--- config.mk ---
export PLATFORM = sky130hd
export DESIGN_NAME = osd_detector
export DESIGN_NICKNAME = d
export VERILOG_FILES = /design/src/rtl/osd_detector.v /design/src/rtl/osd_decode.v
export VERILOG_INCLUDE_DIRS = /design/src /design/src/rtl
export SDC_FILE = /design/constraint.sdc
export NUM_CORES = 1
export LEC_CHECK = 0
export BUFFER_PORTS_ARGS = -buffer_cell sky130_fd_sc_hd__buf_4
export CAP_MARGIN = 20
export CORE_MARGIN = 2
export CORE_UTILIZATION = 50
export CTS_CLUSTER_DIAMETER = 100
export DETAILED_ROUTE_END_ITERATION = 10
export GPL_TIMING_DRIVEN = 0
export PLACE_DENSITY = 0.78
export SYNTH_ARGS = -nofsm -noshare
export SYNTH_HDL_FRONTEND = slang
export SYNTH_SLANG_ARGS = --single-unit
--- constraint.sdc ---
create_clock -name clk_i -period 1.4 [get_ports clk_i]
set_input_delay 0.14 -clock clk_i [delete_from_list [all_inputs] [get_ports clk_i]]
set_output_delay 0.14 -clock clk_i [all_outputs]
set_load 0.1 [all_outputs]
--- src/rtl/osd_defs.vh ---
// Constants for the original size detector: code layout, size codes, settings.
// Assumes inclusion by bare name from the detector design files.
`ifndef OSD_DEFS_VH
`define OSD_DEFS_VH

// Code bit positions
`define OSD_BIT_W1 2
`define OSD_BIT_W2 1
`define OSD_BIT_W3 0
`define OSD_BIT_L1 3
`define OSD_BIT_L2 4
`define OSD_PAT_W 5
`define OSD_CODE_ZERO 8'h00

// Sensor patterns (five-bit, matching code bits 4..0)
`define OSD_PAT_NONE 5'h00
`define OSD_PAT_ALL 5'h1f
`define OSD_PAT_W12_L12 5'h1e
`define OSD_PAT_W1_L12 5'h1c
`define OSD_PAT_W1_L1 5'h0c
`define OSD_PAT_W123 5'h07
`define OSD_PAT_L1 5'h08
`define OSD_PAT_W12 5'h06
`define OSD_PAT_L2 5'h10

// Size identifiers
`define OSD_SZ_NONE 5'h00
`define OSD_SZ_DLT_SEF 5'h01
`define OSD_SZ_LG_SEF 5'h02
`define OSD_SZ_LT_SEF 5'h03
`define OSD_SZ_LT_LEF 5'h04
`define OSD_SZ_HLT_SEF 5'h05
`define OSD_SZ_HLT_LEF 5'h06
`define OSD_SZ_A3_SEF 5'h07
`define OSD_SZ_B4_SEF 5'h08
`define OSD_SZ_A4_SEF 5'h09
`define OSD_SZ_A4_LEF 5'h0a
`define OSD_SZ_B5_SEF 5'h0b
`define OSD_SZ_B5_LEF 5'h0c
`define OSD_SZ_A5_SEF 5'h0d
`define OSD_SZ_FOOLSCAP 5'h0e
`define OSD_SZ_FOLIO 5'h0f
`define OSD_SZ_F_SEF 5'h10

// Long size choice settings
`define OSD_LONG_85 2'h0
`define OSD_LONG_825 2'h1
`define OSD_LONG_8 2'h2

// Region select
`define OSD_REGION_INCH 1'b0
`define OSD_REGION_METRIC 1'b1

`endif

--- src/rtl/osd_detector.v ---
// Original size detector: captures five reflective sensor levels on a
// trigger, decodes document size and holds result for the control side.
// Assumes all inputs synchronous to clk_i and settings static during use.
`timescale 1ns/10ps
`default_nettype none
`include "osd_defs.vh"

module osd_detector (
  input wire clk_i,
  input wire rst_n_i,
  input wire width_point_one_i,
  input wire width_point_two_i,
  input wire width_point_three_i,
  input wire length_point_one_i,
  input wire length_point_two_i,
  input wire cover_start_detect_sensor_i,
  input wire cover_position_sensor_i,
  input wire start_key_i,
  input wire heavy_black_i,
  input wire region_i,
  input wire smallest_size_enable_i,
  input wire [1:0] long_size_choice_i,
  output reg [4:0] auto_size_sensors_o,
  output reg [7:0] size_code_readout_o,
  output reg [4:0] size_o,
  output reg fallback_o,
  output reg done_o
);

  reg start_det_q;
  reg start_key_q;
  reg [4:0] pat_q;
  reg [4:0] pat_d;
  reg fb_q;
  reg fb_d;
  reg eval_q;
  wire start_edge;
  wire key_edge;
  wire capture;
  wire [4:0] raw_pat;
  wire [4:0] dec_size;

  // Raw sensor pattern, high means point covered
  assign raw_pat = {length_point_two_i, length_point_one_i, width_point_one_i,
                    width_point_two_i, width_point_three_i};

  // Trigger edges; start-detect counts only with cover closing
  assign start_edge = cover_start_detect_sensor_i & ~start_det_q;
  assign key_edge = start_key_i & ~start_key_q;
  assign capture = (~cover_position_sensor_i & start_edge) |
                   (cover_position_sensor_i & key_edge);

  // Fallback: outer width point dropped, inner point decides width
  always @* begin
    pat_d = raw_pat;
    fb_d = 1'b0;
    if (heavy_black_i) begin
      pat_d[`OSD_BIT_W3] = raw_pat[`OSD_BIT_W1];
      fb_d = 1'b1;
    end
  end

  // Size lookup on the held pattern
  osd_decode u_decode (
    .pattern_i(pat_q),
    .region_i(region_i),
    .smallest_size_enable_i(smallest_size_enable_i),
    .long_size_choice_i(long_size_choice_i),
    .size_o(dec_size)
  );

  // Edge history and continuous sensor forwarding
  always @(posedge clk_i) begin
    if (!rst_n_i) begin
      start_det_q <= 1'b0;
      start_key_q <= 1'b0;
      auto_size_sensors_o <= `OSD_PAT_NONE;
    end else begin
      start_det_q <= cover_start_detect_sensor_i;
      start_key_q <= start_key_i;
      auto_size_sensors_o <= raw_pat;
    end
  end

  // Capture stage then result stage; results hold between captures, done pulses once
  always @(posedge clk_i) begin
    if (!rst_n_i) begin
      pat_q <= `OSD_PAT_NONE;
      fb_q <= 1'b0;
      eval_q <= 1'b0;
      size_code_readout_o <= `OSD_CODE_ZERO;
      size_o <= `OSD_SZ_NONE;
      fallback_o <= 1'b0;
      done_o <= 1'b0;
    end else begin
      eval_q <= capture;
      done_o <= eval_q;
      if (capture) begin
        pat_q <= pat_d;
        fb_q <= fb_d;
      end
      if (eval_q) begin
        size_code_readout_o <= {3'b000, pat_q};
        size_o <= dec_size;
        fallback_o <= fb_q;
      end
    end
  end

endmodule // osd_detector
`default_nettype wire

--- src/rtl/osd_decode.v ---
// Combinational size decoder: captured pattern and settings to size id.
// Assumes a stable pattern from the capture register of the detector top.
`timescale 1ns/10ps
`default_nettype none
`include "osd_defs.vh"

module osd_decode (
  input wire [4:0] pattern_i,
  input wire region_i,
  input wire smallest_size_enable_i,
  input wire [1:0] long_size_choice_i,
  output reg [4:0] size_o
);

  // Table lookup per region; unlisted patterns report not detected
  always @* begin
    size_o = `OSD_SZ_NONE;
    if (region_i == `OSD_REGION_INCH) begin
      case (pattern_i)
        `OSD_PAT_ALL: size_o = `OSD_SZ_DLT_SEF;
        `OSD_PAT_W1_L12: size_o = `OSD_SZ_LG_SEF;
        `OSD_PAT_W1_L1: size_o = `OSD_SZ_LT_SEF;
        `OSD_PAT_W123: size_o = `OSD_SZ_LT_LEF;
        `OSD_PAT_L2: size_o = `OSD_SZ_HLT_LEF;
        `OSD_PAT_NONE: begin
          if (smallest_size_enable_i) size_o = `OSD_SZ_HLT_SEF;
        end
        default: size_o = `OSD_SZ_NONE;
      endcase
    end else begin
      case (pattern_i)
        `OSD_PAT_ALL: size_o = `OSD_SZ_A3_SEF;
        `OSD_PAT_W12_L12: size_o = `OSD_SZ_B4_SEF;
        `OSD_PAT_W1_L1: size_o = `OSD_SZ_A4_SEF;
        `OSD_PAT_W123: size_o = `OSD_SZ_A4_LEF;
        `OSD_PAT_L1: size_o = `OSD_SZ_B5_SEF;
        `OSD_PAT_W12: size_o = `OSD_SZ_B5_LEF;
        `OSD_PAT_W1_L12: begin
          // Three 13-inch-long sizes share one pattern
          if (long_size_choice_i == `OSD_LONG_825) size_o = `OSD_SZ_FOLIO;
          else if (long_size_choice_i == `OSD_LONG_8) size_o = `OSD_SZ_F_SEF;
          else size_o = `OSD_SZ_FOOLSCAP;
        end
        `OSD_PAT_NONE: begin
          if (smallest_size_enable_i) size_o = `OSD_SZ_A5_SEF;
        end
        default: size_o = `OSD_SZ_NONE;
      endcase
    end
  end

endmodule // osd_decode
`default_nettype wire

# == Word-level counts from Yosys, hierarchy flattened ==
# Cells that the tools add are included.
# word_totals
register_bits,26
latch_bits,0
ramBits,0
romBits,0
inputBits,15
memories,0
# op_classes
n_addsub,0
n_mul,0
n_div,0
magnitude_cmp,0
eq_ne,10
shifts,0
muxes,9
bitwise_logic,8
n_reduce_logical,1
# ops
cell,n
one-hot mux 5 bit (8 select lines),1
one-hot mux 5 bit (6 select lines),1
== test 5 bit (second input constant),4
2-to-1 mux 5 bit,3
== test 5 x 3 -> 1 bit (second input constant),2
== test 5 x 4 -> 1 bit (second input constant),2
zero test 5 bit,1
bitwise AND 1 bit,4
2-to-1 mux 4 bit,1
2-to-1 mux 3 bit,1
NOT 1 bit,3
== test 2 x 1 -> 1 bit (second input constant),1
== test 2 bit (second input constant),1
2-to-1 mux 1 bit,2
OR 1 bit,1

# == Logic depth before layout (Yosys ltp) ==
# Gate-level depths: netlist of run 1.
# logic_depth
word_depth,5
ltp_mapped,5
ltp_nobuf,4

# == Hierarchy ==
# From an unflattened synthesis of run 1, not the netlist that was laid out.
# hier_totals
cells_unflattened,140
hier_area_um2,1256.2
# by_module_without_submodules
mod,n_inst,cells_per_inst,area_per_inst_um2
osd_detector,1,88,937.1
osd_decode,1,52,319.1

# == Least setup slack after synthesis of run 1 ==
# No wires, ideal clock.
# synth_path
path_kind,register -> register
start,register size_o[1] (netlist name)
end,register size_o[1]
arrival_time_ns,1.314
setup_slack_ns,0.012
stages_incl_launch_ff,4
n_path_buf,0
cell_sequence,dfxtp_1 nor2b_1 a31oi_1 o22ai_2
# synth_lines
item,line_no,source
end signal: assignment,osd_detector.v:92,size_o <= `OSD_SZ_NONE;
end signal: assignment,osd_detector.v:104,size_o <= dec_size;
end: declaration,osd_detector.v:25,"output reg [4:0] size_o,"

# == Worst setup path in the final report of run 1 ==
# layout_path
start,register pat_q[3]
end,register size_o[3]
# layout_via
elab_chain_len,3
word_cells_on_any_way,10
cone_classes,7 x eq/ne; 2 x mux; 1 x reduce/logical
# layout_lines
item,line_no,source
start: declaration,osd_detector.v:32,reg [4:0] pat_q;
start signal: assignment,osd_detector.v:88,pat_q <= `OSD_PAT_NONE;
start signal: assignment,osd_detector.v:99,pat_q <= pat_d;
== test 5 bit (tied with other cells),"osd_decode.v:19, osd_decode.v:31",
one-hot mux 5 bit (8 select lines) (*),osd_decode.v:31,case (pattern_i)
2-to-1 mux 5 bit (*),osd_decode.v:18,if (region_i == `OSD_REGION_INCH) begin
# Every way passes the cells marked *; elsewhere a longest branch is shown, timed or not.
# A chain may end at the register's enable or synchronous reset.

==> results of run 1 <==
[metrics by stage]
| step | power, mW | utilization | area, µm² | hold WS [ns] |
|---|---|---|---|---|
| after floorplan | 1.124 | - | 1200 | 0.2617 |
| after global routing | 1.698 | 0.7036 | 1572 | 0.007331 |
| after CTS | 1.599 | 0.6734 | 1504 | 0.01813 |
| after global placement | 1.226 | 0.6571 | 1468 | 0.3513 |
| final | 1.624 | 0.7036 | 1572 | 0.01887 |
| after detailed placement | 1.231 | 0.6571 | 1468 | 0.3582 |
[power by group]
part | switching (mW) | internal (mW) | total, mW | leakage [nW]
clock network | 0.219 | 0.159 | 0.378 | 0.0210
registers | 0.0224 | 0.776 | 0.798 | 0.215
logic | 0.297 | 0.151 | 0.448 | 0.437
total | 0.538 | 1.09 | 1.62 | 0.672
[routing by layer]
metal	share of wire	wire, µm
met1	0.44	1243
met2	0.50	1412
met5	0	0
met4	0.012	33
met3	0.048	135
[path summary, 6_finish.rpt]
check	from	endpoint	slack [ns]
worst min register to register	size_o[4]	size_o[4]	0.49
worst min-delay path	length_point_one_i	auto_size_sensors_o[3]	0.02
worst max-delay path	pat_q[3]	size_o[3]	0.06
worst max register to register	pat_q[3]	size_o[3]	0.06
[cells by family after synthesis]
logic type / after synthesis / synth area share
AO/OA/AOI/OAI: 24 / 0.1396
buffers and inverters: 13 / 0.06401
other: 1 / 0.003145
multiplexers: 12 / 0.1007
AND/OR/NAND/NOR: 57 / 0.2560
flip-flops: 26 / 0.4365
[placed cells by master, fill, tap and decap left out, types with 3 or more instances in the layout]
master    netlist  final
o21ai_0         7      6
a21oi_1         4      3
buf_4           4     38
conb_1          1      3
nand3b_1        3      3
dfxtp_1        26     22
nand2_1         6      6
mux2i_1        12     12
dfxtp_2         0      4
nor2b_1         3      3
nand2b_1        6      6
nor2_1         18     18
clkbuf_4        0      6
and2_1          9      9
[layout make-up]
| class | count | share of cell area |
|---|---|---|
| Buffer | 11 | 0.04857 |
| Clock buffer | 4 | 0.02309 |
| Inverter | 2 | 0.004777 |
| Multi-Input combinational cell | 96 | 0.4045 |
| Sequential cell | 26 | 0.3344 |
| Tap cell | 28 | 0.02229 |
| Timing Repair Buffer | 34 | 0.1624 |
[registers in the layout, summed over array words and instances (netlist names)]
name and flops:
auto_size_sensors_o 5, pat_q 5, size_code_readout_o 5, size_o 5, done_o 1, eval_q 1, fallback_o 1, fb_q 1
start_det_q 1, start_key_q 1
[repair_timing]
action                     4_1_cts  5_1_grt
setup endpoints to repair        0        6
hold buffers                     0        0
setup buffers                    0        3
resized for setup                0       16
[worst max-delay path: stages, from the launching register on]
cell and delay, ns:
dfxtp_1 0.38, buf_4 0.18, nand2_1 0.13, a2111oi_2 0.31
a211oi_1 0.12, o22ai_1 0.16
==> summary.md, run 1 <==
| Metric | Value |
|---|---|
| Root Driver | clkbuf_4 |
| Crit start category | flip-flop |
| Worst setup margin | 0.05660 ns |
| Clock sink count | 26 |
| Synth top area cells | dfxtp_1, mux2i_1, nor2_1 |
| Main synth FF type | dfxtp_1 |
| Clk Latency, worst-skew pair | 0.32 ns |
| Worst clock skew | around 0.014 ns |
| CTS tree | built |
| Synth top area share | 0.4365 |
| Max Clk Rate | between 700 and 800 MHz |
| Total CTS buffers | 3 |
| Max-Cap Viols | 0 |
| M3 GR Usage | 0.04286 |
| Pleak | between 0.6 and 0.7 nW |
| Core Region | approximately 2200 µm² |
| Syn Inst Count | ~130 |
| Power per cell area | approximately 1000 nW/µm² |
| DIE WIDTH | roughly 53 µm |
| Via count | approximately 1100 |
| Multi-input logic area | roughly 640 µm² |
| Crit Path Class | flip-flop to flip-flop |
| Vias in the first global route | 1088 |
| Hold Path Stages | 2 |
| Netlist Area Pre-Place | roughly 1200 µm² |
| Final worst path period share | 0.9596 |
| Top Ports | 35 |
| H-Tree Depth | 1 |
| GPL Wtd Cong | between 0.8 and 0.9 |
| First-pass GRT wire length | ~4800 µm |
| Seq cells post-synth | 26 |
| Dominant cell type by area after synthesis | dfxtp_1 |
| Fin. max-slew vios | 0 |
| Pre-CTS setup slack | just under 0.07 ns |
| Setup TNS | 0 ns |
| Final min period | approximately 1.3 ns |
| Number of enable flip-flop cells after synthesis | 0 |
| Worst-path fanout max | 10 |
| DRC | 0 |
| Avg Inst Size Synth | about 9.0 µm² |
| Synth cell types | 37 |
| Asr flop ratio synth | 0 |
| Critical Path RT | between 1.5 and 2 ns |
| Synth Warn # | 0 |
| Hpwl dp | between 2000 and 2500 µm |
| CTS clk-pin slew, worst paths | 0.15 ns |
| Clk buf depth | 2 |
| Status | finished clean |
| Sequential Area | 525.5 µm² |
| Area grow syn2layout | 31.79% |
| Pin count of the biggest net entering global routing | 15 |
| Routed length per instance | ~14 µm |
| Initial antenna violation count | 0 |
| Worst vdd rail ir drop | 899.1 µV |
| Placed insts | approximately 190 |
| N_diodes | 0 |
| Overall routing resource usage | 0.2370 |
| CP arrival | between 1.5 and 2 ns |
| Row count | 17 |
| Sequential area share after synthesis | 0.4365 |
| Final net count | 189 |
| Starting DRT DRC Count | 21 |
| Die footprint | about 2800 µm² |
| M2 GR Usage | 0.4125 |
| Gr busiest metal | met2 |
| Synth cell count leaders | dfxtp_1, nor2_1, mux2i_1 |
| Final ANT Viol Nets | 0 |
| Top-count cell post-synth | dfxtp_1 |
| PortBufs | 31 |
| First-pass DRT Iterations | 4 |
| Setup Viol. Count Final | 0 |
| Final Hold Viols | 0 |
| Worst min-delay path class | input port to flip-flop |
| Layout cells sized above 1 | 0.3410 |
| Vias per Instance | 5.418 |
| Die Ht | between 50 and 60 µm |
| Fillers | roughly 200 |
| Initial core utilization | 0.5339 |
| CP Capture Type | flip-flop |
| Global-route track usage on met1 | 0.2917 |
| Register-to-Register Path Depth | 5 |
| Final wirelength | ~2800 µm |
| Total grt overflow | 0 |
| Non-Filler Instances | ~200 |
Note: power is estimated with default switching activity, not from simulation.
==> run 2: changes to the inputs <==
Settings changed: ABC_AREA set to 1, CORE_UTILIZATION 50 to 48, PLACE_DENSITY 0.78 to 0.76.
==> run 2 against run 1 <==
Combinational power is 9.2% higher. Area after synthesis is 8.8% lower. Global-route usage is 1.7 points lower. Clock skew is 0.012 ns lower. Clock-buffer cell count stayed put. Largest cell class is now flip-flops and latches. Sequential share of layout area is 2.3 points higher. Sequential power is 3.1% higher. Cell count is 8.5% higher.
==> summary.md, run 2 <==
| Metric | Value |
|---|---|
| Design area | roughly 1500 µm² |
| Root Driver | clkbuf_4 |
| Critical Path RT | 1.67 ns |
| Vias in the first global route | 1037 |
| Initial core utilization | 0.5012 |
| Total CTS buffers | 3 |
| Commonest non-fill, non-tap cells in the layout | buf_4, nand2_1, dfxtp_1 |
| Total grt overflow | 0 |
| DRC | 0 |
| Clk Latency, worst-skew pair | 0.32 ns |
| Netlist Area Pre-Place | 1087 µm² |
| First-pass GRT wire length | 4340 µm |
| Crit Path Class | flip-flop to flip-flop |
| Synth top area cells | dfxtp_1, nand2_1, o21ai_0 |
| Post-CTS setup buffer count | 0 |
| Final net count | around 210 |
| Via count | 1060 |
| Top Ports | 35 |
| Status | finished clean |
| Clock sink count | 26 |
| Avg Inst Size Synth | 7.397 µm² |
| Reg2reg start | pat_q[0] |
| Vias per Instance | approximately 5 |
| Core Region | 2170 µm² |
| Synth cell count leaders | nand2_1, dfxtp_1, nor2_1 |
| Worst clock skew | between 0.002 and 0.0025 ns |
| Dominant cell type by area after synthesis | dfxtp_1 |
| RSZ-0062 raised after global routing | false |
| Asr flop ratio synth | 0 |
| Worst hold slack | roughly 0.0090 ns |
| Setup Viol. Count Final | 0 |
| Starting DRT DRC Count | 23 |
| Power per cell area | roughly 1200 nW/µm² |
| Fillers | 212 |
| GPL Wtd Cong | about 0.83 |
| Routed length per instance | ~11 µm |
| Final wirelength | approximately 2500 µm |
| Worst stage delay on the critical path | about 0.4 ns |
| Area grow syn2layout | 34.29% |
| DP Area | 1363 µm² |
| Initial antenna violation count | 0 |
| Pleak | a little under 0.8 nW |
| DIE WIDTH | a little over 50 µm |
| R2r setup slk | approximately 0.16 ns |
| H-Tree Depth | 1 |
| First-pass DRT Iterations | 4 |
| Hold Path Sink | auto_size_sensors_o[2] |
| Crit start category | flip-flop |
| CP Capture Type | flip-flop |
| Overall routing resource usage | 0.2198 |
| Worst-path fanout max | 7 |
| Syn Inst Count | around 150 |
| CP Buf/Inv Count | 0 |
| Sequential area share after synthesis | 0.4787 |
| Worst min-delay path class | input port to flip-flop |
| Pin count of the biggest net entering global routing | 15 |
| Final min period | around 1.2 ns |
| Main synth FF type | dfxtp_1 |
| Reg2reg end | size_o[3] |
| Layout cells sized above 1 | 0.2474 |
| Clk buf depth | 2 |
| CTS clk-pin slew, worst paths | approximately 0.13 ns |
| Fin. max-slew vios | 0 |
| Final Hold Viols | 0 |
| Die Ht | around 52 µm |
| Max-Cap Viols | 0 |
| Synth cell types | 20 |
| CP arrival | 1.52 ns |
| CP top delay family | simple AND/OR/NAND/NOR gates |
| Hpwl dp | around 1800 µm |
| PortBufs | 31 |
| Final worst path period share | 0.8867 |
| Slowest cell on crit path | dfxtp_1 |
| Setup TNS | 0 ns |
| Row count | 17 |
| Worst vdd rail ir drop | approximately 890 µV |
| Hold Path Stages | 3 |
| Max Clk Rate | ~810 MHz |
| CP Cell Sequence | nor2_4, nand4_1, nand2_1, nor2_1, nand2_1, nand3_2, a21oi_2 |
| Cell mode on critical path | nand2_1 |
| Register-to-Register Path Depth | 7 |
| N_diodes | 0 |
| Number of enable flip-flop cells after synthesis | 0 |
| CTS tree | built |
| Synth Warn # | 0 |
| Worst min-delay path startpoint | width_point_one_i |
| Core Util, Final | 0.6730 |
| Seq cells post-synth | 26 |
| Die footprint | ~2700 µm² |
| Top-count cell post-synth | nand2_1 |
| Synth top area share | 0.4787 |
| Final ANT Viol Nets | 0 |
| Commonest non-fill, non-tap cell in the layout | buf_4 |
run 2: changes by cell type after synthesis, sizes merged, moves of 3 or more:
cell    delta
nand2     +23
inv       +16
a21oi     +11
mux2i     -11
and2       -9
o21ai      +8
nand2b     -6
nand3      +6
buf        -4
nor2       +3
nor2b      -3
run 2: what timing repair did:
item / in CTS / in global routing
endpoints found under the setup margin: 0 / 1
hold endpoints to repair: 6 / 0
resized for setup: 0 / 1
hold buffers: 6 / 0
run 2: worst min-delay path, cell delays in order:
cell	delay, ns
buf_4	0.09
nand2_1	0.04
inv_1	0.04
run 2: stage by stage:
step,power (mW),cells,worst slack (ns)
3_3_place_gp,1.306,208,0.1692
4_1_cts,1.698,218,0.1259
2_1_floorplan,1.195,149,0.1075
6_report,1.690,218,0.1586
5_1_grt,1.771,218,0.004069
3_5_place_dp,1.312,208,0.1578
run 2: cell families after synthesis:
logic type / count (synthesis) / synth area share
buffers and inverters: 25 / 0.09895
muxes: 1 / 0.009206
and+or+nand+nor: 63 / 0.2635
DFF: 26 / 0.4787
AOI/OAI and AO/OA: 31 / 0.1462
other: 1 / 0.003449
run 2: final cells by class:
type,count,area (µm²),share of cell area
clock buffers,4,36.28,0.02485
flip-flops and latches,26,521.8,0.3573
inverters,19,72.57,0.04970
plain buffers,6,35.03,0.02399
repair buffers,37,292.8,0.2005
well taps,28,35.03,0.02399
multi-input cells,98,466.7,0.3196
run 2: worst max-delay path by stage:
stage               from        end  slack (ns)  cells past startpoint
2_1_floorplan  size_o[3]  size_o[3]        0.11                      2
3_3_place_gp    pat_q[3]  size_o[4]        0.17                      6
3_5_place_dp    pat_q[3]  size_o[4]        0.16                      6
4_1_cts         pat_q[3]  size_o[4]        0.13                      6
5_1_grt         pat_q[0]  size_o[4]       0.004                      5
6_report        pat_q[0]  size_o[3]        0.16                      7
run 2: routing by layer:
metal	vias up	part of all wire	track usage
met5	-	0	0
met4	0	0.016	0.1053
met3	5	0.037	0.03448
met2	23	0.51	0.3782
met1	480	0.44	0.2669
li1	552	-	-
run 2: power by group:
part	switching, mW	total, mW	internal, mW
sequential	0.0347	0.823	0.788
combinational	0.363	0.489	0.126
clock	0.218	0.378	0.159
total	0.616	1.69	1.07
==> run 3: changes to the inputs <==
Settings changed: BUFFER_PORTS_ARGS -buffer_cell sky130_fd_sc_hd__buf_4 to unset, CORE_UTILIZATION 48 to 59, DONT_BUFFER_PORTS set to 1, PLACE_DENSITY 0.76 to 0.75.
==> run 3 against run 2 <==
Die area shrank 17%. Combinational power shrank 55%. Register-to-register slack is essentially flat.
==> summary.md, run 3 (same netlist as run 2, synthesis figures left out) <==
| Metric | Value |
|---|---|
| RSZ-0062 raised after global routing | false |
| Fin. max-slew vios | 0 |
| Max-Cap Viols | 0 |
| Commonest non-fill, non-tap cell in the layout | nand2_1 |
| Die footprint | ~2200 µm² |
| Starting DRT DRC Count | 16 |
| Root Driver | clkbuf_4 |
| Final Hold Viols | 0 |
| Final net count | 179 |
| Fillers | about 140 |
| Crit start category | flip-flop |
| PortBufs | 0 |
| Clk Latency, worst-skew pair | ~0.31 ns |
| Reg2reg start | pat_q[3] |
| Setup TNS | 0 ns |
| Overall routing resource usage | 0.2249 |
| Post-CTS setup buffer count | 0 |
| CP Capture Type | flip-flop |
| CP arrival | around 1.5 ns |
| Initial core utilization | 0.6297 |
| Combinational share of power | 0.138 |
| Commonest non-fill, non-tap cells in the layout | nand2_1, nor2_1, inv_1 |
| Part of the power in the clock network | 0.222 |
| CP Cell Sequence | nand2_2, inv_1, nand3_1, nand2_1, nor2_1, nand2_1, nand3_2, a21oi_2 |
| Worst Max-Slew Pin Slew | between 0.5 and 0.6 ns |
| Final wirelength | approximately 2300 µm |
| Vias in the first global route | approximately 840 |
| Power per cell area | approximately 1300 nW/µm² |
| First-pass DRT Iterations | 5 |
| Final worst path period share | 0.8909 |
| Clock sink count | 26 |
| Worst-path fanout max | 6 |
| Area grow syn2layout | 18.07% |
| Status | finished clean |
| Worst stage delay on the critical path | roughly 0.48 ns |
| Crit path from | pat_q[3] |
| Hpwl dp | 1595 µm |
| H-Tree Depth | 1 |
| Worst min-delay path class | input port to flip-flop |
| Pleak | approximately 0.64 nW |
| N_diodes | 0 |
| Max-slew headroom | 0.6454 |
| Final min period | ~1.2 ns |
| Sequential share of power | 0.640 |
| Via count | roughly 1000 |
| Clk buf depth | 2 |
| CTS tree | built |
| Pin count of the biggest net entering global routing | 15 |
| DRC | 0 |
| Die Ht | 46.93 µm |
| Layout cells sized above 1 | 0.1963 |
| Worst clock skew | a little under 0.005 ns |
| Critical Path RT | ~1.7 ns |
| Total grt overflow | 0 |
| Setup Viol. Count Final | 0 |
| Internal | ~1.0 mW |
| Initial antenna violation count | 0 |
| DIE WIDTH | around 47 µm |
| Core Region | 1727 µm² |
| Psw | a little under 600 µW |
| Sequential Area | 541.8 µm² |
| Final ANT Viol Nets | 0 |
| CTS clk-pin slew, worst paths | between 0.1 and 0.15 ns |
| Worst hold slack | 0.02472 ns |
| Row count | 15 |
| Crit path capture | size_o[3] |
| Sw frac | 0.3622 |
| Routed length per instance | 12.39 µm |
| Register-to-Register Path Depth | 8 |
| Slowest cell on crit path | dfxtp_1 |
| Multi-input logic area | 466.7 µm² |
| R2r setup slk | approximately 0.15 ns |
| Cell mode on critical path | nand2_1 |
| Reg2reg end | size_o[3] |
| Vias per Instance | 5.330 |
| Top Ports | 35 |
| Crit Path Class | flip-flop to flip-flop |
| Max Clk Rate | 801.7 MHz |
| Total CTS buffers | 3 |
| GPL Wtd Cong | 0.8823 |
| First-pass GRT wire length | roughly 3500 µm |
| Worst vdd rail ir drop | 956.4 µV |
run 3: what timing repair did:
item,4_1_cts,5_1_grt
hold buffers,10,0
setup endpoints to repair,17,0
endpoints found under the hold margin,17,0
gates resized for setup,17,0
run 3: per-stage QoR:
stage          cells  power [mW]  setup WS, ns  cell area [µm²]    util
4_1_cts          188       1.620        0.1573             1284  0.7435
6_report         188       1.612        0.1527             1284  0.7435
3_3_place_gp     174       1.227       0.06232             1126  0.6522
5_1_grt          188       1.671       0.03230             1284  0.7435
3_5_place_dp     174       1.232       0.06855             1126  0.6522
2_1_floorplan    149       1.195        0.1075             1095       -
run 3: power by group through the flow:
| stage | clock [mW] | sequential [mW] | combinational (mW) |
|---|---|---|---|
| finish | 0.358 | 1.03 | 0.222 |
| global route | 0.387 | 1.04 | 0.246 |
| CTS | 0.371 | 1.03 | 0.218 |
| detailed placement | 0 | 1.04 | 0.192 |
| global placement | 0 | 1.04 | 0.188 |
| floorplan | 0 | 1.03 | 0.165 |
run 3: final cells by class:
cell class                      count  area share
Sequential cell                    26      0.4220
Buffer                              6     0.02729
Timing Repair Buffer               10     0.07797
Clock buffer                        4     0.02827
Multi-Input combinational cell     98      0.3635
Tap cell                           25     0.02437
Inverter                           19     0.05653
run 3: metal layers:
metal	track usage	wire, µm	vias up
met5	0	0	-
met4	0.07778	23	0
met3	0.04615	158	4
met2	0.3699	1142	38
met1	0.2943	1005	466
li1	-	-	494
run 3: critical path, delay by kind of cell, from the launching register on:
| kind | cells | cell delay, ns |
|---|---|---|
| AO/OA/AOI/OAI | 1 | 0.12 |
| buffers and inverters | 1 | 0.11 |
| flip-flops | 1 | 0.48 |
| AND/OR/NAND/NOR | 6 | 0.47 |
run 3: worst min path at each step:
stage | startpoint | depth (start not counted) | end | slack [ns]
after CTS | length_point_two_i | 2 | pat_q[4] | 0.02
after detailed placement | start_key_i | 2 | start_key_q | 0.24
after floorplan | width_point_three_i | 2 | auto_size_sensors_o[0] | 0.23
after global routing | width_point_three_i | 2 | pat_q[0] | 0.03
final | width_point_one_i | 2 | pat_q[2] | 0.02
after global placement | width_point_three_i | 2 | auto_size_sensors_o[0] | 0.23
